### config.mk
export PLATFORM = sky130hd
export DESIGN_NAME = reset_control_and_watchdog
export DESIGN_NICKNAME = d
export VERILOG_FILES = /design/src/design/rcw_pkg.sv /design/src/design/reset_control_and_watchdog.sv
export VERILOG_INCLUDE_DIRS = /design/src /design/src/design
export SDC_FILE = /design/constraint.sdc
export NUM_CORES = 1
export LEC_CHECK = 0
export BUFFER_PORTS_ARGS = -buffer_cell sky130_fd_sc_hd__buf_4
export CAP_MARGIN = 0
export CORE_MARGIN = 2
export CORE_UTILIZATION = 30
export CTS_CLUSTER_DIAMETER = 40
export DETAILED_ROUTE_END_ITERATION = 16
export GPL_TIMING_DRIVEN = 0
export PLACE_DENSITY = 0.44
export SLEW_MARGIN = 20
export SYNTH_ARGS = -nofsm -noshare
export SYNTH_HDL_FRONTEND = slang
export SYNTH_SLANG_ARGS = --single-unit
export TNS_END_PERCENT = 1
### constraint.sdc
create_clock -name i_ref_clk -period 2.8 [get_ports i_ref_clk]
set_input_delay 0.14 -clock i_ref_clk [delete_from_list [all_inputs] [get_ports i_ref_clk]]
set_output_delay 0.14 -clock i_ref_clk [all_outputs]
set_load 0.01 [all_outputs]
### src/design/rcw_params.svh
`ifndef RCW_PARAMS_SVH
`define RCW_PARAMS_SVH
// register offsets on the plain register port
`define RCW_ADDR_W            2
`define RCW_OFS_STATUS        2'h0
`define RCW_OFS_DOG_CTRL      2'h1
// reset_cause_status field positions
`define RCW_BIT_SUPPLY_UP     0
`define RCW_BIT_PIN_RST       1
`define RCW_BIT_LOW_SUPPLY    2
`define RCW_BIT_DOG_RST       3
// dog_control field positions
`define RCW_BIT_PRE0          0
`define RCW_BIT_PRE2          2
`define RCW_BIT_RST_EN        3
`define RCW_BIT_CHG_EN        4
`define RCW_BIT_PRE3          5
`define RCW_BIT_IRQ_EN        6
`define RCW_BIT_IRQ_FLAG      7
// reset values
`define RCW_STATUS_RST        4'h1
`define RCW_SYNC_RST          9'h1c2
`define RCW_FUSE_LVL_OFF      3'h7
// prescaler: base count, largest legal code
`define RCW_DOG_BASE_CYC      21'h000800
`define RCW_DOG_MAX_CODE      4'h9
// timing
`define RCW_CLK_PERIOD_NS     20
`define RCW_STARTUP_DELAY_US  64
`define RCW_LOW_SUPPLY_MIN_NS 2000
`define RCW_CHG_WINDOW_CYC    3'h4
`endif

### src/design/rcw_pkg.sv
package rcw_pkg;
   // internal reset sequencer phases, one-hot
   typedef enum logic [2:0] {
      PH_HOLD    = 3'b001,
      PH_STRETCH = 3'b010,
      PH_RUN     = 3'b100
   } rst_phase_t;
endpackage : rcw_pkg

### src/design/reset_control_and_watchdog.sv
// Implementation choices: the strobed register port and the address map.
`include "rcw_params.svh"
`timescale 1ns/1ns
`default_nettype none
module reset_control_and_watchdog #(
   parameter int STARTUP_CYCLES =
      (`RCW_STARTUP_DELAY_US * 1000) / `RCW_CLK_PERIOD_NS,
   parameter int LOW_MIN_CYCLES =
      (`RCW_LOW_SUPPLY_MIN_NS + `RCW_CLK_PERIOD_NS - 1) / `RCW_CLK_PERIOD_NS
) (
   input  wire logic                    i_ref_clk,
   input  wire logic                    i_rst_n,
   // supply monitors, pin and fuses (asynchronous)
   input  wire logic                    i_supply_up,
   input  wire logic                    i_ext_rst_n,
   input  wire logic                    i_low_supply,
   input  wire logic                    i_dog_osc,
   input  wire logic                    i_pin_reset_disable_fuse,
   input  wire logic                    i_dog_always_on_fuse,
   input  wire logic [2:0]              i_low_supply_level_fuses,
   // same-clock inputs from neighbouring logic
   input  wire logic                    i_comparator_ref_select,
   input  wire logic                    i_adc_enabled,
   input  wire logic                    i_clock_monitor_on,
   input  wire logic                    i_dog_restart,
   input  wire logic                    i_dog_vector_ack,
   // register port
   input  wire logic [`RCW_ADDR_W-1:0]  i_addr,
   input  wire logic [7:0]              i_wdata,
   input  wire logic                    i_wr,
   input  wire logic                    i_rd,
   output logic      [7:0]              o_rdata,
   // results
   output logic                         o_core_rst_n,
   output rcw_pkg::rst_phase_t          o_rst_phase,
   output logic                         o_ref_enable,
   output logic                         o_dog_irq
);
   import rcw_pkg::*;

   ////////////////////////////////////////////////////////////////////////
   // helpers

   // last count value of a time-out; reserved codes clamp to the longest
   // comparing against the last count rather than the period keeps the
   // counter at 20 bits even for the longest time-out
   function automatic logic [19:0] dog_limit(input logic [3:0] code);
      logic [3:0]  c;
      logic [20:0] full;
      c    = (code > `RCW_DOG_MAX_CODE) ? `RCW_DOG_MAX_CODE : code;
      full = `RCW_DOG_BASE_CYC << c;
      return 20'(full - 21'h000001);
   endfunction : dog_limit

   ////////////////////////////////////////////////////////////////////////
   // input synchronisers

   logic [8:0] sync1_q;       // first stage, read only by sync2_q
   logic [8:0] sync2_q;       // safe copies
   // bit layout of both stages:
   //   [8:6] level fuses, [5] always-on fuse, [4] pin-disable fuse,
   //   [3] dog oscillator, [2] low supply, [1] reset pin, [0] supply up
   // fuses are static, but syncing them too keeps every pin on one path
   logic       osc_prev_q;    // oscillator level one cycle ago

   // two flops on every input from outside the clock domain
   always_ff @(posedge i_ref_clk or negedge i_rst_n) begin
      if (!i_rst_n) begin
         sync1_q <= `RCW_SYNC_RST;
         sync2_q <= `RCW_SYNC_RST;
      end else begin
         sync1_q <= {i_low_supply_level_fuses, i_dog_always_on_fuse,
                     i_pin_reset_disable_fuse, i_dog_osc, i_low_supply,
                     i_ext_rst_n, i_supply_up};
         sync2_q <= sync1_q;
      end
   end

   logic       supply_up_s;   // power-on detector above threshold
   logic       ext_rst_n_s;   // reset pin level
   logic       low_supply_s;  // detector reports low supply
   logic       osc_s;         // dog oscillator level
   logic       pin_dis_s;     // pin-reset disable fuse programmed
   logic       always_on_s;   // dog always-on fuse programmed
   logic       bod_en;        // detector enabled by level fuses

   assign supply_up_s  = sync2_q[0];
   assign ext_rst_n_s  = sync2_q[1];
   assign low_supply_s = sync2_q[2];
   assign osc_s        = sync2_q[3];
   assign pin_dis_s    = sync2_q[4];
   assign always_on_s  = sync2_q[5];
   assign bod_en       = (sync2_q[8:6] != `RCW_FUSE_LVL_OFF);

   ////////////////////////////////////////////////////////////////////////
   // reset sources

   logic        por_act;      // supply below detection level
   logic        pin_act;      // pin held low and not fused off
   logic        bod_act_q;    // filtered low-supply reset
   logic [15:0] low_cnt_q;    // how long low supply has lasted
   logic        dog_pulse_q;  // one-cycle watchdog reset
   logic        any_src;      // some reset source active

   assign por_act = ~supply_up_s;
   assign pin_act = ~ext_rst_n_s & ~pin_dis_s;

   // dips shorter than the minimum detection time are swallowed
   always_ff @(posedge i_ref_clk or negedge i_rst_n) begin
      if (!i_rst_n) begin
         low_cnt_q <= 16'h0000;
         bod_act_q <= 1'b0;
      end else if (!(bod_en && low_supply_s)) begin
         low_cnt_q <= 16'h0000;                       // recovery ends it
         bod_act_q <= 1'b0;
      end else if (low_cnt_q == 16'(LOW_MIN_CYCLES - 1)) begin
         bod_act_q <= 1'b1;
      end else begin
         low_cnt_q <= low_cnt_q + 16'h0001;
      end
   end

   assign any_src = por_act | pin_act | bod_act_q | dog_pulse_q;

   ////////////////////////////////////////////////////////////////////////
   // internal reset sequencer

   rst_phase_t  phase_q;      // current phase
   rst_phase_t  phase_d;      // next phase
   logic [15:0] dly_cnt_q;    // start-up delay count
   logic        core_rst_n_q; // registered reset to the core
   logic        in_reset;     // core held in reset

   // sources arrive through two synchroniser flops, so re-assertion lags
   // by those two cycles plus the phase register; no clock, no reset
   // any active source drops straight into hold; release waits out the delay
   always_comb begin
      phase_d = phase_q;
      case (phase_q)
         PH_HOLD: begin
            if (!any_src) phase_d = PH_STRETCH;
         end
         PH_STRETCH: begin
            if (any_src) phase_d = PH_HOLD;
            else if (dly_cnt_q == 16'(STARTUP_CYCLES - 1)) phase_d = PH_RUN;
         end
         PH_RUN: begin
            if (any_src) phase_d = PH_HOLD;
         end
         default: phase_d = PH_HOLD;
      endcase
   end

   // phase register and delay counter
   always_ff @(posedge i_ref_clk or negedge i_rst_n) begin
      if (!i_rst_n) begin
         phase_q   <= PH_HOLD;
         dly_cnt_q <= 16'h0000;
      end else begin
         phase_q <= phase_d;
         if (phase_q == PH_STRETCH) dly_cnt_q <= dly_cnt_q + 16'h0001;
         else dly_cnt_q <= 16'h0000;
      end
   end

   // output flop so the core sees a clean level
   always_ff @(posedge i_ref_clk or negedge i_rst_n) begin
      if (!i_rst_n) core_rst_n_q <= 1'b0;
      else core_rst_n_q <= (phase_d == PH_RUN);
   end

   assign in_reset     = (phase_q != PH_RUN);
   assign o_core_rst_n = core_rst_n_q;
   assign o_rst_phase  = phase_q;

   ////////////////////////////////////////////////////////////////////////
   // reset_cause_status

   logic [3:0] status_q;      // dog, low supply, pin, power-on flags
   logic       wr_status;     // software write to the status register
   logic       wr_ctrl;       // software write to dog_control

   assign wr_status = i_wr && !in_reset && (i_addr == `RCW_OFS_STATUS);
   assign wr_ctrl   = i_wr && !in_reset && (i_addr == `RCW_OFS_DOG_CTRL);

   // a hardware set wins over a software zero in the same cycle
   // power-on wipes the other three flags and sets its own; the power-on
   // flag itself only falls to a software zero
   always_ff @(posedge i_ref_clk or negedge i_rst_n) begin
      if (!i_rst_n) begin
         status_q <= `RCW_STATUS_RST;
      end else if (por_act) begin
         status_q <= `RCW_STATUS_RST;
      end else begin
         if (dog_pulse_q) status_q[`RCW_BIT_DOG_RST] <= 1'b1;
         else if (wr_status && !i_wdata[`RCW_BIT_DOG_RST])
            status_q[`RCW_BIT_DOG_RST] <= 1'b0;
         if (bod_act_q) status_q[`RCW_BIT_LOW_SUPPLY] <= 1'b1;
         else if (wr_status && !i_wdata[`RCW_BIT_LOW_SUPPLY])
            status_q[`RCW_BIT_LOW_SUPPLY] <= 1'b0;
         if (pin_act) status_q[`RCW_BIT_PIN_RST] <= 1'b1;
         else if (wr_status && !i_wdata[`RCW_BIT_PIN_RST])
            status_q[`RCW_BIT_PIN_RST] <= 1'b0;
         if (wr_status && !i_wdata[`RCW_BIT_SUPPLY_UP])
            status_q[`RCW_BIT_SUPPLY_UP] <= 1'b0;
      end
   end

   ////////////////////////////////////////////////////////////////////////
   // dog_control

   logic       irq_flag_q;    // time-out interrupt pending
   logic       irq_en_q;      // interrupt enable as written
   logic       rst_en_q;      // reset enable as written
   logic [3:0] pre_q;         // prescaler code
   logic [2:0] chg_cnt_q;     // cycles left in the change window
   logic       chg_open;      // change window open
   logic       eff_rst_en;    // reset enable after overrides
   logic       eff_irq_en;    // interrupt enable after overrides
   logic       fire_irq;      // time-out raising the interrupt
   logic       fire_rst;      // time-out resetting the system
   logic       w_open;        // write that opens the window
   logic       w_commit;      // write that lands inside the window

   assign chg_open = (chg_cnt_q != 3'h0);
   assign w_open   = wr_ctrl && i_wdata[`RCW_BIT_CHG_EN] &&
                     i_wdata[`RCW_BIT_RST_EN];
   assign w_commit = wr_ctrl && chg_open && !i_wdata[`RCW_BIT_CHG_EN];

   // forced bits: dog flag, always-on fuse and clock monitor
   assign eff_rst_en = rst_en_q | status_q[`RCW_BIT_DOG_RST] |
                       always_on_s | i_clock_monitor_on;
   assign eff_irq_en = irq_en_q & ~always_on_s & ~i_clock_monitor_on;

   // window counter: closes four cycles after the opening write
   // a second opening write while open simply reloads the count
   always_ff @(posedge i_ref_clk or negedge i_rst_n) begin
      if (!i_rst_n) chg_cnt_q <= 3'h0;
      else if (in_reset || w_commit) chg_cnt_q <= 3'h0;
      else if (w_open) chg_cnt_q <= `RCW_CHG_WINDOW_CYC;
      else if (chg_open) chg_cnt_q <= chg_cnt_q - 3'h1;
   end

   // reset enable and prescaler only move freely inside the window
   always_ff @(posedge i_ref_clk or negedge i_rst_n) begin
      if (!i_rst_n) begin
         rst_en_q <= 1'b0;
         pre_q    <= 4'h0;
      end else if (in_reset) begin
         rst_en_q <= 1'b0;
         pre_q    <= 4'h0;
      end else if (w_commit) begin
         rst_en_q <= i_wdata[`RCW_BIT_RST_EN];
         pre_q    <= {i_wdata[`RCW_BIT_PRE3], i_wdata[`RCW_BIT_PRE2:`RCW_BIT_PRE0]};
      end else if (wr_ctrl && i_wdata[`RCW_BIT_RST_EN]) begin
         rst_en_q <= 1'b1;                             // setting is never locked
      end
   end

   // interrupt enable and flag; a new time-out beats a clear
   // internal reset drops both so a stale request cannot outlive a reboot
   always_ff @(posedge i_ref_clk or negedge i_rst_n) begin
      if (!i_rst_n) begin
         irq_en_q   <= 1'b0;
         irq_flag_q <= 1'b0;
      end else if (in_reset) begin
         irq_en_q   <= 1'b0;
         irq_flag_q <= 1'b0;
      end else begin
         if (fire_irq) irq_flag_q <= 1'b1;
         else if (i_dog_vector_ack) irq_flag_q <= 1'b0;
         else if (wr_ctrl && i_wdata[`RCW_BIT_IRQ_FLAG]) irq_flag_q <= 1'b0;
         if (wr_ctrl) irq_en_q <= i_wdata[`RCW_BIT_IRQ_EN];
         else if (i_dog_vector_ack && eff_rst_en) irq_en_q <= 1'b0;
      end
   end

   ////////////////////////////////////////////////////////////////////////
   // watchdog counter

   logic        tick;         // one oscillator period elapsed
   logic [19:0] dog_cnt_q;    // oscillator cycles since restart
   logic        running;      // some mode other than stopped
   logic        timeout;      // count reached the selected limit

   assign tick    = osc_s & ~osc_prev_q;
   assign running = eff_rst_en | eff_irq_en;
   assign timeout = tick && running && (dog_cnt_q == dog_limit(pre_q));
   // combined mode resets only if the first interrupt was not serviced
   assign fire_rst = timeout && eff_rst_en && (!eff_irq_en || irq_flag_q);
   assign fire_irq = timeout && eff_irq_en;

   // edge detect on the synchronised oscillator
   always_ff @(posedge i_ref_clk or negedge i_rst_n) begin
      if (!i_rst_n) osc_prev_q <= 1'b0;
      else osc_prev_q <= osc_s;
   end

   // shortening the period below the count misses the limit until the counter wraps: restart first
   always_ff @(posedge i_ref_clk or negedge i_rst_n) begin
      if (!i_rst_n) dog_cnt_q <= 20'h00000;
      else if (in_reset || !running || i_dog_restart || timeout)
         dog_cnt_q <= 20'h00000;
      else if (tick) dog_cnt_q <= dog_cnt_q + 20'h00001;
   end

   // reset pulse lasts exactly one cycle; delay starts one cycle after it falls
   always_ff @(posedge i_ref_clk or negedge i_rst_n) begin
      if (!i_rst_n) dog_pulse_q <= 1'b0;
      else dog_pulse_q <= fire_rst;
   end

   // level request; also serves as the wake-up source
   assign o_dog_irq = irq_flag_q & eff_irq_en;

   ////////////////////////////////////////////////////////////////////////
   // read port and reference gate

   logic [7:0] rdata_q;       // read data, valid one cycle after strobe
   logic       ref_en_q;      // bandgap enable

   // unmapped offsets read zero; data stands one cycle only
   always_ff @(posedge i_ref_clk or negedge i_rst_n) begin
      if (!i_rst_n) begin
         rdata_q <= 8'h00;
      end else if (i_rd && (i_addr == `RCW_OFS_STATUS)) begin
         rdata_q <= {4'h0, status_q};
      end else if (i_rd && (i_addr == `RCW_OFS_DOG_CTRL)) begin
         rdata_q <= {irq_flag_q, eff_irq_en, pre_q[3], chg_open,
                     eff_rst_en, pre_q[2:0]};
      end else begin
         rdata_q <= 8'h00;
      end
   end

   // the reference costs power, so only on while something needs it
   always_ff @(posedge i_ref_clk or negedge i_rst_n) begin
      if (!i_rst_n) ref_en_q <= 1'b0;
      else ref_en_q <= bod_en | i_comparator_ref_select | i_adc_enabled;
   end

   assign o_rdata      = rdata_q;
   assign o_ref_enable = ref_en_q;

endmodule : reset_control_and_watchdog
`default_nettype wire
==> results.toml <==
[clock_network]
clk_path_buf_depth = 2
clk_pin_slew_worst_paths_ps = 70
cts_tree = "yes"
numCtsBuffers = 9
cts_max_level = 3
ctsResizeCount = 0
cts.sinks = 100
clkLatencyLatePin_ps = 350
root_buffer = "clkbuf_16"

[grt]
grt_pass1_wl_um = 17400
grt_pass1_vias = 3387
antenna_found_initial = 0
track_usage_pct = 13.6
grt_max_degree = 101
grt-ovfl-total = 0

[timing]
hold_viol = 0
slew_viol_final = 0
fmax_mhz = 392
skew_ps = 10.8
finalSetupViolations = 0
worstMarginPinSlew_ps = 927
rsz0062_at_grt = "no"
relSlewSlack_pct = 38.2
finalSetupTns_ps = 0
period_share_pct = 91.2
fin_crit_ps = 2550
hold_slack_ps = 22.9

[final_layout]
area_delta_synth_final_pct = 21.2
fillCellCount = 1534
diodes = 0
nets = 540
drive_gt1_share_pct = 19.0
layout_commonest_cell = "dfrtp_1"
final_cell_mix = "dfrtp_1, nor2_1, buf_4, nand2_1, xor2_1"
multi_input_area_um2 = 2050
final_cell_area_um2 = 5710
seq_area_um2 = 2510

[route]
drt-wirelength-per-cell_um = 14.4
dr.pass1.iters = 4
drc = 0
ant_nets = 0
drtIter0Drc = 150
via_per_inst = 4.63
wl_um = 10400
via_count = 3341

[logic_synthesis]
ys_seq_elements = 100
synth_cell_type_count = 57
muxShareOfSynthArea_pct = 2.12
yosys.area_share.simple_pct = 24.4
synthCells = 442
synth_edf_count = 0
netlist_area_um2 = 4710
avgSynthCellArea_um2 = 10.7
synth_adder_area_share_pct = 1.59
synth_ff_type = "dfrtp_1"
synth-compound-area-share_pct = 6.51
synth_fp_nets = 476
synthXorXnorAreaFrac_pct = 8.92
synthArstFlopShare_pct = 100
synth_top_family_by_area = "simple AND/OR/NAND/NOR gates"
yosysSeqAreaShare_pct = 53.4
ys_warn_count = 0

[min_path]
hp-start = "i_wdata[6]"
min_path_type = "input port to flop"

[place]
io_buffer_count = 40
placed_area_um2 = 5280
gp_congestion = 0.791
dp_hpwl_um = 7180

[job]
drv_cap = 0

[floorplan]
num_rows = 45
initial_core_util_pct = 30.9
die-area_um2 = 16700
dieHeight_um = 129
core_area_um2 = 15300
die_w_um = 129
boundaryPins = 42

[critical_path]
cp.arrival_ps = 2780
critPathCaptureType = "flop"
cp-startpoint = "pre_q[3]$_DFFE_PN0N_"
critPathKind = "flop to flop"
rr_startpoint = "pre_q[3]$_DFFE_PN0N_"
required_ps = 3030
worstPathMaxFanout = 10
cp-start-kind = "flop"

[status]
status = "finished, final reports clean"

[pwr]
p_per_area_nw_per_um2 = 500
peakVddDrop_v = 0.000308
power_w = 0.00286
p_leak_nw = 2.31
[report_power, final]
group / switching [W] / internal [W]
clock: 0.000573 / 0.000661
sequential: 0.0000168 / 0.00147
combinational: 0.0000737 / 0.0000584
total: 0.000664 / 0.00219
[cell type report]
cell class / count / area share [%]
flip-flops and latches: 100 / 44.0
multi-input cells: 316 / 35.9
repair buffers: 53 / 7.78
well taps: 211 / 4.62
clock buffers: 12 / 4.49
plain buffers: 12 / 1.64
inverters: 14 / 0.920
clock inverters: 4 / 0.592
[metrics by stage]
step / util, % / std cells / setup WS, ps
2_1_floorplan: - / 442 / 489
3_3_place_gp: 34.6 / 693 / 216
3_5_place_dp: 34.6 / 693 / 185
4_1_cts: 37.3 / 721 / 152
5_1_grt: 37.4 / 722 / 62.3
6_report: 37.4 / 722 / 247
[critical path, stage by stage, from the launching register on]
cell	delay (ps)
dfrtp_1	430
buf_6	170
nor2_2	200
nand3b_1	110
ha_1	240
or3_1	380
a21oi_1	180
o21a_1	180
o2111a_2	330
buf_12	170
nor3_2	50
[synthesized netlist by cell type, drive strengths merged, types with 2 or more instances]
master / n / area (µm²)
nor4: 5 / 37.5
nand2: 29 / 109
nand4: 10 / 62.6
nand4b: 2 / 17.5
inv: 14 / 52.6
and3: 4 / 25.0
ha: 6 / 75.1
mux2i: 10 / 100
o21a: 4 / 30.0
a21boi: 2 / 15.0
clkbuf: 5 / 18.8
a2111oi: 2 / 18.8
nand3: 23 / 120
dfrtp: 90 / 2250
or4: 3 / 26.3
a211oi: 3 / 22.5
or3: 11 / 68.8
nor2: 66 / 250
nor2b: 4 / 25.0
dfstp: 10 / 263
o21ai: 13 / 65.1
nor4b: 2 / 38.8
nand2b: 7 / 43.8
nor3b: 3 / 45.1
xnor2: 23 / 201
a21oi: 13 / 65.1
buf: 7 / 75.1
nor3: 28 / 200
nand3b: 2 / 15.0
xor2: 25 / 219
a221oi: 2 / 23.8
[logic make-up (layout without fill, tap and decap cells)]
kind of cell / count (synthesis) / after routing
xor gates and xnor gates: 48 / 48
buffers and inverters: 26 / 95
DFF: 100 / 100
and+or+nand+nor: 206 / 206
AOI/OAI and AO/OA: 46 / 46
adders and majority gates: 6 / 6
muxes: 10 / 10
[routing by layer]
layer  vias to the layer above  wire length (µm)  global-route usage (%)
met1                      1637              4750                    17.2
met4                         0               178                    5.24
met5                         -                 0                       0
li1                       1651                 -                       -
met3                        11               309                    3.51
met2                        42              5160                    22.4
[sequential cells by signal, indices dropped and copies added, names as in the netlist, 4 cells and up]
register / cells
dly_cnt_q: 16
dog_cnt_q: 20
low_cnt_q: 16
o_rdata: 8
pre_q: 4
status_q: 4
sync1_q: 9
sync2_q: 9
[worst paths after layout]
| kind | endpoint | slack (ps) | cells past startpoint |
|---|---|---|---|
| max reg2reg | dog_cnt_q[17]$_DFFE_PN0P_ | 250 | 10 |
| min in group asynchronous | sync1_q[3]$_DFF_PN0_ | 460 | 2 |
| min reg2reg | sync2_q[3]$_DFF_PN0_ | 350 | 0 |
| min | irq_en_q$_DFFE_PN0P_ | 20 | 2 |
| max | dog_cnt_q[17]$_DFFE_PN0P_ | 250 | 10 |
| max in group asynchronous | dly_cnt_q[1]$_DFF_PN0_ | 1710 | 2 |
[what timing repair did]
item,CTS,global route
setup endpoints to repair,0,10
hold buffers,12,0
setup buffers,0,1
hold endpoints to repair,100,0
Note: power is estimated with default switching activity, not from simulation.
